## src/hw/fault_monitor_consts.vh

```
// constants for the drive fault and error monitor
// assumes a 32-bit apb register bus on pclk
`ifndef FAULT_MONITOR_CONSTS_VH
`define FAULT_MONITOR_CONSTS_VH
`define FM_ADDR_CTRL      12'h000
`define FM_ADDR_LATCH_EN  12'h004
`define FM_ADDR_CLEAR     12'h008
`define FM_ADDR_STATUS    12'h00C
`define FM_ADDR_LAG_TRIP  12'h010
`define FM_ADDR_LAG_WARN  12'h014
`define FM_ADDR_PWIN      12'h018
`define FM_ADDR_PTIME     12'h01C
`define FM_ADDR_VWIN      12'h020
`define FM_ADDR_VTIME     12'h024
`define FM_ADDR_POS_ERR   12'h028
`define FM_ADDR_VEL_ERR   12'h02C
`define FM_ADDR_LOG       12'h030
`define FM_ADDR_ACTIVE    12'h034
`define FM_F_DRV_OT       0
`define FM_F_PHASE        1
`define FM_F_FEEDBACK     2
`define FM_F_MOT_OT       3
`define FM_F_UNDER_V      4
`define FM_F_OVER_V       5
`define FM_F_LAG          6
`define FM_F_SHORT        7
`define FM_F_OVER_I       8
`define FM_NFAULT         9
`define FM_LATCH_RST      9'h0CD
`define FM_CTRL_RST       32'h0000_0000
`define FM_CTRL_LAG_EN    0
`define FM_CTRL_NET_MODE  1
`define FM_CTRL_HALL_COR  2
`define FM_CTRL_SW_EN     3
`define FM_ST_WARN        0
`define FM_ST_LAG         1
`define FM_ST_PTRACK      2
`define FM_ST_VTRACK      3
`define FM_ST_FAULT       4
`define FM_ST_LATCHED     5
`define FM_ST_PWM_EN      6
`define FM_ST_FASTSTOP    7
`endif

```

## src/hw/fault_monitor.v

```verilog
// drive fault supervision, position-lag trip/warning, tracking windows
// assumes synchronous condition inputs from the drive core except pins
//
// Decided for this implementation: the address map and register access over APB.
`include "fault_monitor_consts.vh"
`timescale 1ns/1ns
`default_nettype none
module track_window #(
    parameter W = 32
) (
    input  wire         pclk,
    input  wire         presetn,
    input  wire [W-1:0] err,
    input  wire [W-1:0] window,
    input  wire [31:0]  hold_cycles,
    output reg          tracking_q
);
    reg  [31:0]  cnt_q;
    wire [W-1:0] mag;
    wire         outside;
    assign mag     = err[W-1] ? (~err + 1'b1) : err;
    assign outside = mag > window;
    always @(posedge pclk or negedge presetn)
    begin
        if (!presetn)
        begin
            tracking_q <= 1'b0;
            cnt_q      <= 32'h0000_0000;
        end
        else if (outside)
        begin
            tracking_q <= 1'b1;
            cnt_q      <= 32'h0000_0000;
        end
        else if (tracking_q)
        begin
            if (cnt_q + 32'h0000_0001 >= hold_cycles)
                tracking_q <= 1'b0;
            else
                cnt_q <= cnt_q + 32'h0000_0001;
        end
        else
            cnt_q <= 32'h0000_0000;
    end
endmodule

module fault_monitor #(
    parameter W = 32
) (
    input  wire         pclk,
    input  wire         presetn,
    input  wire         psel,
    input  wire         penable,
    input  wire         pwrite,
    input  wire [11:0]  paddr,
    input  wire [31:0]  pwdata,
    output wire [31:0]  prdata,
    output wire         pready,
    output wire         pslverr,
    input  wire         drv_temp_over,
    input  wire         hall_mismatch,
    input  wire         sine_brushless,
    input  wire         resolver_fb,
    input  wire         fb_supply_overcur,
    input  wire         fb_signal_bad,
    input  wire         motor_temp_pin,
    input  wire         bus_under,
    input  wire         bus_over,
    input  wire         short_detect,
    input  wire         i2t_over,
    input  wire         enable_pin,
    input  wire         enable_clears,
    input  wire         new_trajectory,
    input  wire [W-1:0] traj_pos,
    input  wire [W-1:0] motor_pos,
    input  wire [W-1:0] vel_cmd,
    input  wire [W-1:0] motor_vel,
    output reg          pwm_enable_q,
    output reg          fast_stop_q,
    output reg          lag_warn_q,
    output reg          fault_q,
    output reg          log_strobe_q,
    output reg  [3:0]   log_code_q
);
    localparam N = `FM_NFAULT;
    localparam H = 4;

    // configuration and fault state
    reg  [31:0]  ctrl_q;
    reg  [N-1:0] latch_en_q;
    reg  [N-1:0] active_q;
    reg  [N-1:0] was_latched_q;
    reg  [W-1:0] lag_trip_q;
    reg  [W-1:0] lag_warn_lvl_q;
    reg  [W-1:0] pwin_q;
    reg  [W-1:0] vwin_q;
    reg  [31:0]  ptime_q;
    reg  [31:0]  vtime_q;
    reg  [W-1:0] pos_err_q;
    reg  [W-1:0] vel_err_q;
    reg  [31:0]  rdata_q;
    reg  [3:0]   hist_q [0:H-1];

    // pin synchronisers
    reg          mot_s1_q;
    reg          mot_s2_q;
    reg          en_s1_q;
    reg          en_s2_q;
    reg          en_dly_q;

    // combinational fault decode
    reg  [N-1:0] cond;
    reg  [N-1:0] latch_eff;
    reg  [N-1:0] clr_ev;
    reg  [3:0]   code_d;
    wire         wr;
    wire         rd;
    wire         en_now;
    wire         en_rise;
    wire         en_fall;
    wire         host_clr;
    wire [W-1:0] pos_mag;
    wire         ptrack;
    wire         vtrack;
    wire [N-1:0] soft_mask;
    wire         stage_block;
    wire [31:0]  status_w;
    wire [31:0]  log_w;
    integer      i;
    integer      j;

    // apb strobes, no wait states
    assign wr      = psel & penable & pwrite;
    assign rd      = psel & ~penable & ~pwrite;
    assign pready  = 1'b1;
    assign pslverr = 1'b0;
    assign prdata  = rdata_q;
    assign en_now  = en_s2_q & ctrl_q[`FM_CTRL_SW_EN];
    assign en_rise = en_now & ~en_dly_q;
    assign en_fall = ~en_now & en_dly_q;
    assign host_clr = wr && paddr == `FM_ADDR_CLEAR && pwdata[0];
    assign pos_mag = pos_err_q[W-1] ? (~pos_err_q + 1'b1) : pos_err_q;
    // only a non-latched lag trip leaves the stage on
    assign soft_mask   = {{(N-7){1'b0}}, 1'b1, 6'h00} & ~was_latched_q;
    assign stage_block = |(active_q & ~soft_mask);
    assign status_w = {
        24'h00_0000,
        fast_stop_q,
        pwm_enable_q,
        |(active_q & was_latched_q),
        fault_q,
        vtrack,
        ptrack,
        active_q[`FM_F_LAG],
        lag_warn_q
    };
    assign log_w = {16'h0000, hist_q[3], hist_q[2], hist_q[1], hist_q[0]};

    // condition sources
    always @*
    begin
        cond = {N{1'b0}};
        cond[`FM_F_DRV_OT]   = drv_temp_over;
        cond[`FM_F_PHASE]    = hall_mismatch & sine_brushless &
                               ~resolver_fb &
                               ctrl_q[`FM_CTRL_HALL_COR];
        cond[`FM_F_FEEDBACK] = fb_supply_overcur | fb_signal_bad;
        cond[`FM_F_MOT_OT]   = mot_s2_q;
        cond[`FM_F_UNDER_V]  = bus_under;
        cond[`FM_F_OVER_V]   = bus_over;
        cond[`FM_F_LAG]      = ctrl_q[`FM_CTRL_LAG_EN] &
                               (pos_mag >= lag_trip_q);
        cond[`FM_F_SHORT]    = short_detect;
        cond[`FM_F_OVER_I]   = i2t_over;
        // velocity error feeds no fault source
        latch_eff = latch_en_q;
        latch_eff[`FM_F_OVER_I] = 1'b1;
        code_d = 4'h0;
        for (i = N - 1; i >= 0; i = i - 1)
            if (cond[i] & ~active_q[i])
                code_d = i[3:0] + 4'h1;
        // clear events: corrected condition alone when non-latched, plus a valid trigger when latched or for lag
        for (i = 0; i < N; i = i + 1)
            clr_ev[i] = latch_eff[i] ? (host_clr | (en_rise & enable_clears))
                                     : ~cond[i];
        clr_ev[`FM_F_OVER_I] = host_clr | en_rise;
        if (!latch_eff[`FM_F_LAG])
            clr_ev[`FM_F_LAG] = ctrl_q[`FM_CTRL_NET_MODE] ? new_trajectory
                              : en_rise;
    end

    // position tracking window
    track_window #(.W(W)) u_ptrack (
        .pclk        (pclk),
        .presetn     (presetn),
        .err         (pos_err_q),
        .window      (pwin_q),
        .hold_cycles (ptime_q),
        .tracking_q  (ptrack)
    );
    // velocity tracking window
    track_window #(.W(W)) u_vtrack (
        .pclk        (pclk),
        .presetn     (presetn),
        .err         (vel_err_q),
        .window      (vwin_q),
        .hold_cycles (vtime_q),
        .tracking_q  (vtrack)
    );

    // pin synchronisers, two flops each
    always @(posedge pclk or negedge presetn)
    begin
        if (!presetn)
        begin
            mot_s1_q <= 1'b0;
            mot_s2_q <= 1'b0;
            en_s1_q  <= 1'b0;
            en_s2_q  <= 1'b0;
            en_dly_q <= 1'b0;
        end
        else
        begin
            mot_s1_q <= motor_temp_pin;
            mot_s2_q <= mot_s1_q;
            en_s1_q  <= enable_pin;
            en_s2_q  <= en_s1_q;
            en_dly_q <= en_now;
        end
    end

    // registered position and velocity errors
    always @(posedge pclk or negedge presetn)
    begin
        if (!presetn)
        begin
            pos_err_q  <= {W{1'b0}};
            vel_err_q  <= {W{1'b0}};
            lag_warn_q <= 1'b0;
        end
        else
        begin
            pos_err_q  <= traj_pos - motor_pos;
            vel_err_q  <= vel_cmd - motor_vel;
            lag_warn_q <= pos_mag >= lag_warn_lvl_q;
        end
    end

    // configuration writes, taken in the access phase
    always @(posedge pclk or negedge presetn)
    begin
        if (!presetn)
        begin
            ctrl_q         <= `FM_CTRL_RST;
            latch_en_q     <= `FM_LATCH_RST;
            lag_trip_q     <= {W{1'b1}};
            lag_warn_lvl_q <= {W{1'b1}};
            pwin_q         <= {W{1'b1}};
            vwin_q         <= {W{1'b1}};
            ptime_q        <= 32'h0000_0000;
            vtime_q        <= 32'h0000_0000;
        end
        else if (wr)
        begin
            case (paddr)
                `FM_ADDR_CTRL:     ctrl_q <= pwdata;
                `FM_ADDR_LATCH_EN: latch_en_q <= pwdata[N-1:0];
                `FM_ADDR_LAG_TRIP: lag_trip_q <= pwdata[W-1:0];
                `FM_ADDR_LAG_WARN: lag_warn_lvl_q <= pwdata[W-1:0];
                `FM_ADDR_PWIN:     pwin_q <= pwdata[W-1:0];
                `FM_ADDR_PTIME:    ptime_q <= pwdata;
                `FM_ADDR_VWIN:     vwin_q <= pwdata[W-1:0];
                `FM_ADDR_VTIME:    vtime_q <= pwdata;
                default:           ctrl_q <= ctrl_q;
            endcase
        end
    end

    // read data loaded in the setup cycle
    always @(posedge pclk or negedge presetn)
    begin
        if (!presetn)
            rdata_q <= 32'h0000_0000;
        else if (rd)
        begin
            case (paddr)
                `FM_ADDR_CTRL:     rdata_q <= ctrl_q;
                `FM_ADDR_LATCH_EN: rdata_q <= {23'h0, latch_en_q};
                `FM_ADDR_STATUS:   rdata_q <= status_w;
                `FM_ADDR_LAG_TRIP: rdata_q <= lag_trip_q;
                `FM_ADDR_LAG_WARN: rdata_q <= lag_warn_lvl_q;
                `FM_ADDR_PWIN:     rdata_q <= pwin_q;
                `FM_ADDR_PTIME:    rdata_q <= ptime_q;
                `FM_ADDR_VWIN:     rdata_q <= vwin_q;
                `FM_ADDR_VTIME:    rdata_q <= vtime_q;
                `FM_ADDR_POS_ERR:  rdata_q <= pos_err_q;
                `FM_ADDR_VEL_ERR:  rdata_q <= vel_err_q;
                `FM_ADDR_LOG:      rdata_q <= log_w;
                `FM_ADDR_ACTIVE:   rdata_q <= {23'h0, active_q};
                default:           rdata_q <= 32'h0000_0000;
            endcase
        end
    end

    // fault flags, stage control and error log
    always @(posedge pclk or negedge presetn)
    begin
        if (!presetn)
        begin
            active_q      <= {N{1'b0}};
            was_latched_q <= {N{1'b0}};
            pwm_enable_q  <= 1'b0;
            fast_stop_q   <= 1'b0;
            fault_q       <= 1'b0;
            log_strobe_q  <= 1'b0;
            log_code_q    <= 4'h0;
            for (j = 0; j < H; j = j + 1)
                hist_q[j] <= 4'h0;
        end
        else
        begin
            for (j = 0; j < N; j = j + 1)
            begin
                // set wins over clear
                if (cond[j])
                begin
                    active_q[j]      <= 1'b1;
                    was_latched_q[j] <= latch_eff[j];
                end
                else if (active_q[j] & clr_ev[j])
                    active_q[j] <= 1'b0;
            end
            log_strobe_q <= code_d != 4'h0;
            if (code_d != 4'h0)
            begin
                log_code_q <= code_d;
                hist_q[0]  <= code_d;
                for (j = 1; j < H; j = j + 1)
                    hist_q[j] <= hist_q[j-1];
            end
            fault_q <= |active_q;
            // lag non-latched keeps stage on with fast stop
            fast_stop_q <= active_q[`FM_F_LAG] &
                           ~was_latched_q[`FM_F_LAG];
            pwm_enable_q <= en_now & ~en_fall &
                            ~stage_block;
        end
    end
endmodule
`default_nettype wire

```

## config.mk

```make
export PLATFORM = sky130hd
export DESIGN_NAME = fault_monitor
export DESIGN_NICKNAME = d
export VERILOG_FILES = /design/src/hw/fault_monitor.v
export VERILOG_INCLUDE_DIRS = /design/src /design/src/hw
export SDC_FILE = /design/constraint.sdc
export NUM_CORES = 1
export LEC_CHECK = 0
export BUFFER_PORTS_ARGS = -buffer_cell sky130_fd_sc_hd__buf_2
export CORE_ASPECT_RATIO = 1.2
export CORE_MARGIN = 2
export CORE_UTILIZATION = 30
export CTS_CLUSTER_DIAMETER = 30
export DETAILED_ROUTE_END_ITERATION = 10
export PLACE_DENSITY = 0.48
export RECOVER_POWER = 100
export SLEW_MARGIN = 20
export SYNTH_ARGS = -nofsm -noshare
export SYNTH_HDL_FRONTEND = slang
export SYNTH_HIERARCHICAL = 1
export SYNTH_SLANG_ARGS = --single-unit
```

## constraint.sdc

```tcl
create_clock -name pclk -period 9.2 [get_ports pclk]
set_input_delay 1.84 -clock pclk [delete_from_list [all_inputs] [get_ports pclk]]
set_output_delay 1.84 -clock pclk [all_outputs]
set_load 0.01 [all_outputs]
```

==> flow_summary.ini <==
[worst_setup_path]
reg2reg_setup_slack_ps = 2800
reg2regPathDepth = 16
critical_path_class = reg2reg
path_max_fanout = 15
cp_num_buf_inv = 1
critical-path-top-delay-family = compound AO/OA/AOI/OAI gates
crit_arrival_ps = 6920
end_kind = flip-flop
r2r-start = pos_err_q[4]
worst-path-stages = 16
slowest_stage = o211ai_1
crit_required_ps = 9720
path_cells = or4_1 > or4_1 > or3_1 > o41a_1 > o31ai_4 > xnor2_1 > ha_1 > a21o_1 > a21o_1 > a21oi_1 > o211ai_1 > o211ai_1 > a41o_1 > nor2b_1 > clkbuf_1 > mux2_2
start_kind = flip-flop
max_stage_delay_ps = 690
worstReg2RegEnd = hist_q[1]

[pwr]
leakagePower_nw = 15.4
ir_worst_vdd_mv = 0.141
power_density_nw_per_um2 = 206

[sta]
worst_slew_pin_slew_ps = 3280
maxSlewViolCount = 456
skew_ps = 24.9
finalSetupTns_ps = 0
finalHoldViolations = 0
finalWorstSetupSlack_ps = 2800
finalCriticalPeriod_ps = 6400
max_freq_mhz = 156
min_period_over_period = 0.695
slew_headroom = -1.19
whs_ps = 339
setup_viol = 0
rsz0062_at_grt = false

[grt]
grt.total_usage = 0.207
grt_max_degree = 151
grt_pass1_vias = 24700
grt_overflow = 0
antenna_found_initial = 10
grt_pass1_wl_mm = 158

[routing]
drt-wirelength-per-cell_microns = 22.8
drc = 0
ant_nets = 0
dr.first_iter.drc_count = 1821
vias_per_cell = 5.39
first_pass_iters = 7
drt_wl_total_mm = 106
vias = 25100

[floorplanning]
coreArea_sq_um = 97000
die_x_microns = 290
fp.dieH_microns = 347
core.rowCount = 125
io_pins = 234
die-area_sq_um = 101000
initial_core_util = 0.303

[yosys]
synthesis.nets = 3520
yosysSeqAreaShare = 0.379
syn_inst = 3068
synth_top_flop_cell = dfrtp_1
yosys_warnings = 6
synth_area_sq_um = 29400
synth-seq-cells = 439
syn_avg_cell_area_sq_um = 9.59
synth_edf_count = 0
ys_types = 92
async_reset_ff_frac = 1.00

[run_status]
failed_checks = capacitance limit, slew limit
status = finished, violations left

[min_path]
worstHoldPathCells = 0
hold_path_end = en_s2_q
hold_path.class = reg2reg
hold_start = en_s1_q

[clock_network]
clock-sinks = 439
cts_buffer_depth = 3
cts_root_buffer = clkbuf_16
cts_tree = built
post_cts_resized = 0
cts-hold-fix-buffers = 0
post_cts_buffers = 0
cts_buffers = 99
h-tree-depth = 3
clkTransAtPathRegs_ps = 50
clk_latency_ps = 660

[run]
cap_violations = 12

[final_layout]
drive_above_1_share = 0.227
nNetsFinal = 3754
fin_area_sq_um = 35400
final_cell_count_no_fill = 4658
area_growth_pct = 20.3

[place]
dp_hpwl_mm = 79.3
dp_slack_ps = 3530
post_dp_cell_area_sq_um = 32100
place_inst = 4470
io_buffers = 231
gp_congestion = 0.873
## power breakdown
part	total, W	internal, W	switching (W)
logic	0.00133	0.000543	0.000788
registers	0.00226	0.00204	0.000220
clock network	0.00371	0.00250	0.00121
## flip-flops by register name, summed over array words and instances, names as in the netlist, 9 cells and up
register / count
active_q: 9
ctrl_q: 32
hist_q: 16
lag_trip_q: 32
lag_warn_lvl_q: 32
latch_en_q: 9
pos_err_q: 32
prdata: 32
ptime_q: 32
pwin_q: 32
u_ptrack/cnt_q: 32
u_vtrack/cnt_q: 32
vel_err_q: 32
vtime_q: 32
vwin_q: 32
was_latched_q: 9
## Yosys cell counts (8+ instances only)
cell / instances / area share
or3_1: 10 / 0.0021
a21oi_1: 195 / 0.033
or4_1: 71 / 0.018
nand3_1: 74 / 0.013
dfrtp_1: 306 / 0.26
inv_1: 312 / 0.040
nand2_1: 214 / 0.027
or2_2: 15 / 0.0032
a22oi_1: 73 / 0.019
nor2b_1: 21 / 0.0045
ha_1: 259 / 0.11
mux2_2: 191 / 0.073
a31oi_1: 24 / 0.0051
and3_1: 22 / 0.0047
o211ai_1: 14 / 0.0036
nand4_1: 48 / 0.010
nor4_1: 14 / 0.0030
and4_1: 23 / 0.0068
a22o_1: 18 / 0.0054
xor2_1: 24 / 0.0071
o21a_1: 22 / 0.0056
nor3_1: 36 / 0.0061
a222oi_1: 25 / 0.0085
o31ai_1: 84 / 0.021
xnor2_1: 168 / 0.050
a21o_1: 45 / 0.011
clkbuf_1: 117 / 0.015
a211oi_1: 9 / 0.0023
o21ai_0: 151 / 0.026
a221oi_1: 46 / 0.014
nand2b_1: 17 / 0.0036
nor2_1: 114 / 0.015
dfstp_2: 133 / 0.12
o21bai_1: 8 / 0.0020
o41ai_1: 15 / 0.0045
## metrics by stage
stage               total power [W]  utilization
finish                      0.00730        0.365
global route                0.00763        0.365
CTS                         0.00738        0.367
detailed placement          0.00363        0.331
global placement            0.00363        0.331
floorplan                   0.00310            -
## layout by cell type (no fill, tap or decap), drive strengths merged, types with 115 or more instances in the layout
| master | Yosys | final |
|---|---|---|
| ha | 259 | 259 |
| clkbuf | 117 | 184 |
| nor2 | 115 | 115 |
| mux2 | 191 | 191 |
| dfstp | 133 | 133 |
| inv | 312 | 318 |
| nand2 | 214 | 214 |
| o21ai | 154 | 154 |
| buf | 17 | 206 |
| a21oi | 195 | 195 |
| dfrtp | 306 | 306 |
| xnor2 | 168 | 168 |
## cell type report
| cell class | instances | area, sq um |
|---|---|---|
| antenna | 2 | 5.00 |
| clock buffer | 123 | 2730 |
| timing repair buffer | 267 | 1350 |
| tap | 1270 | 1590 |
| fill | 9978 | 61600 |
| inverter | 312 | 1170 |
| multi-input combinational | 2183 | 16600 |
| sequential | 439 | 11200 |
| clock inverter | 62 | 769 |
## metal layers
layer | global-route usage | share of wire | up-vias
met1 | 0.275 | 0.45 | 12400
li1 | - | - | 11800
met4 | 0.0686 | 0.028 | 14
met2 | 0.340 | 0.47 | 778
met5 | 0 | 0.00075 | -
met3 | 0.0340 | 0.058 | 174
## how the worst max path moves through the flow
stage                       startpoint            endpoint  slack [ps]
final                     pos_err_q[4]           hist_q[1]        2800
after global routing           presetn  u_vtrack/cnt_q[26]        1950
after CTS                 pos_err_q[4]           hist_q[9]        3490
after detailed placement  pos_err_q[4]           hist_q[3]        3530
after global placement    pos_err_q[4]           hist_q[1]        3560
after floorplan           pos_err_q[4]          hist_q[10]        4350
## logic make-up after synthesis
logic type      after synthesis  share of synthesized area
other cells                   2                   0.000255
xor+xnor                    192                     0.0572
flops                       439                      0.379
mux                         193                     0.0738
simple gates                729                      0.134
fa+ha+maj                   261                      0.112
buf+inv                     446                     0.0581
compound gates              806                      0.187
Power figures use the tool's default switching activity.
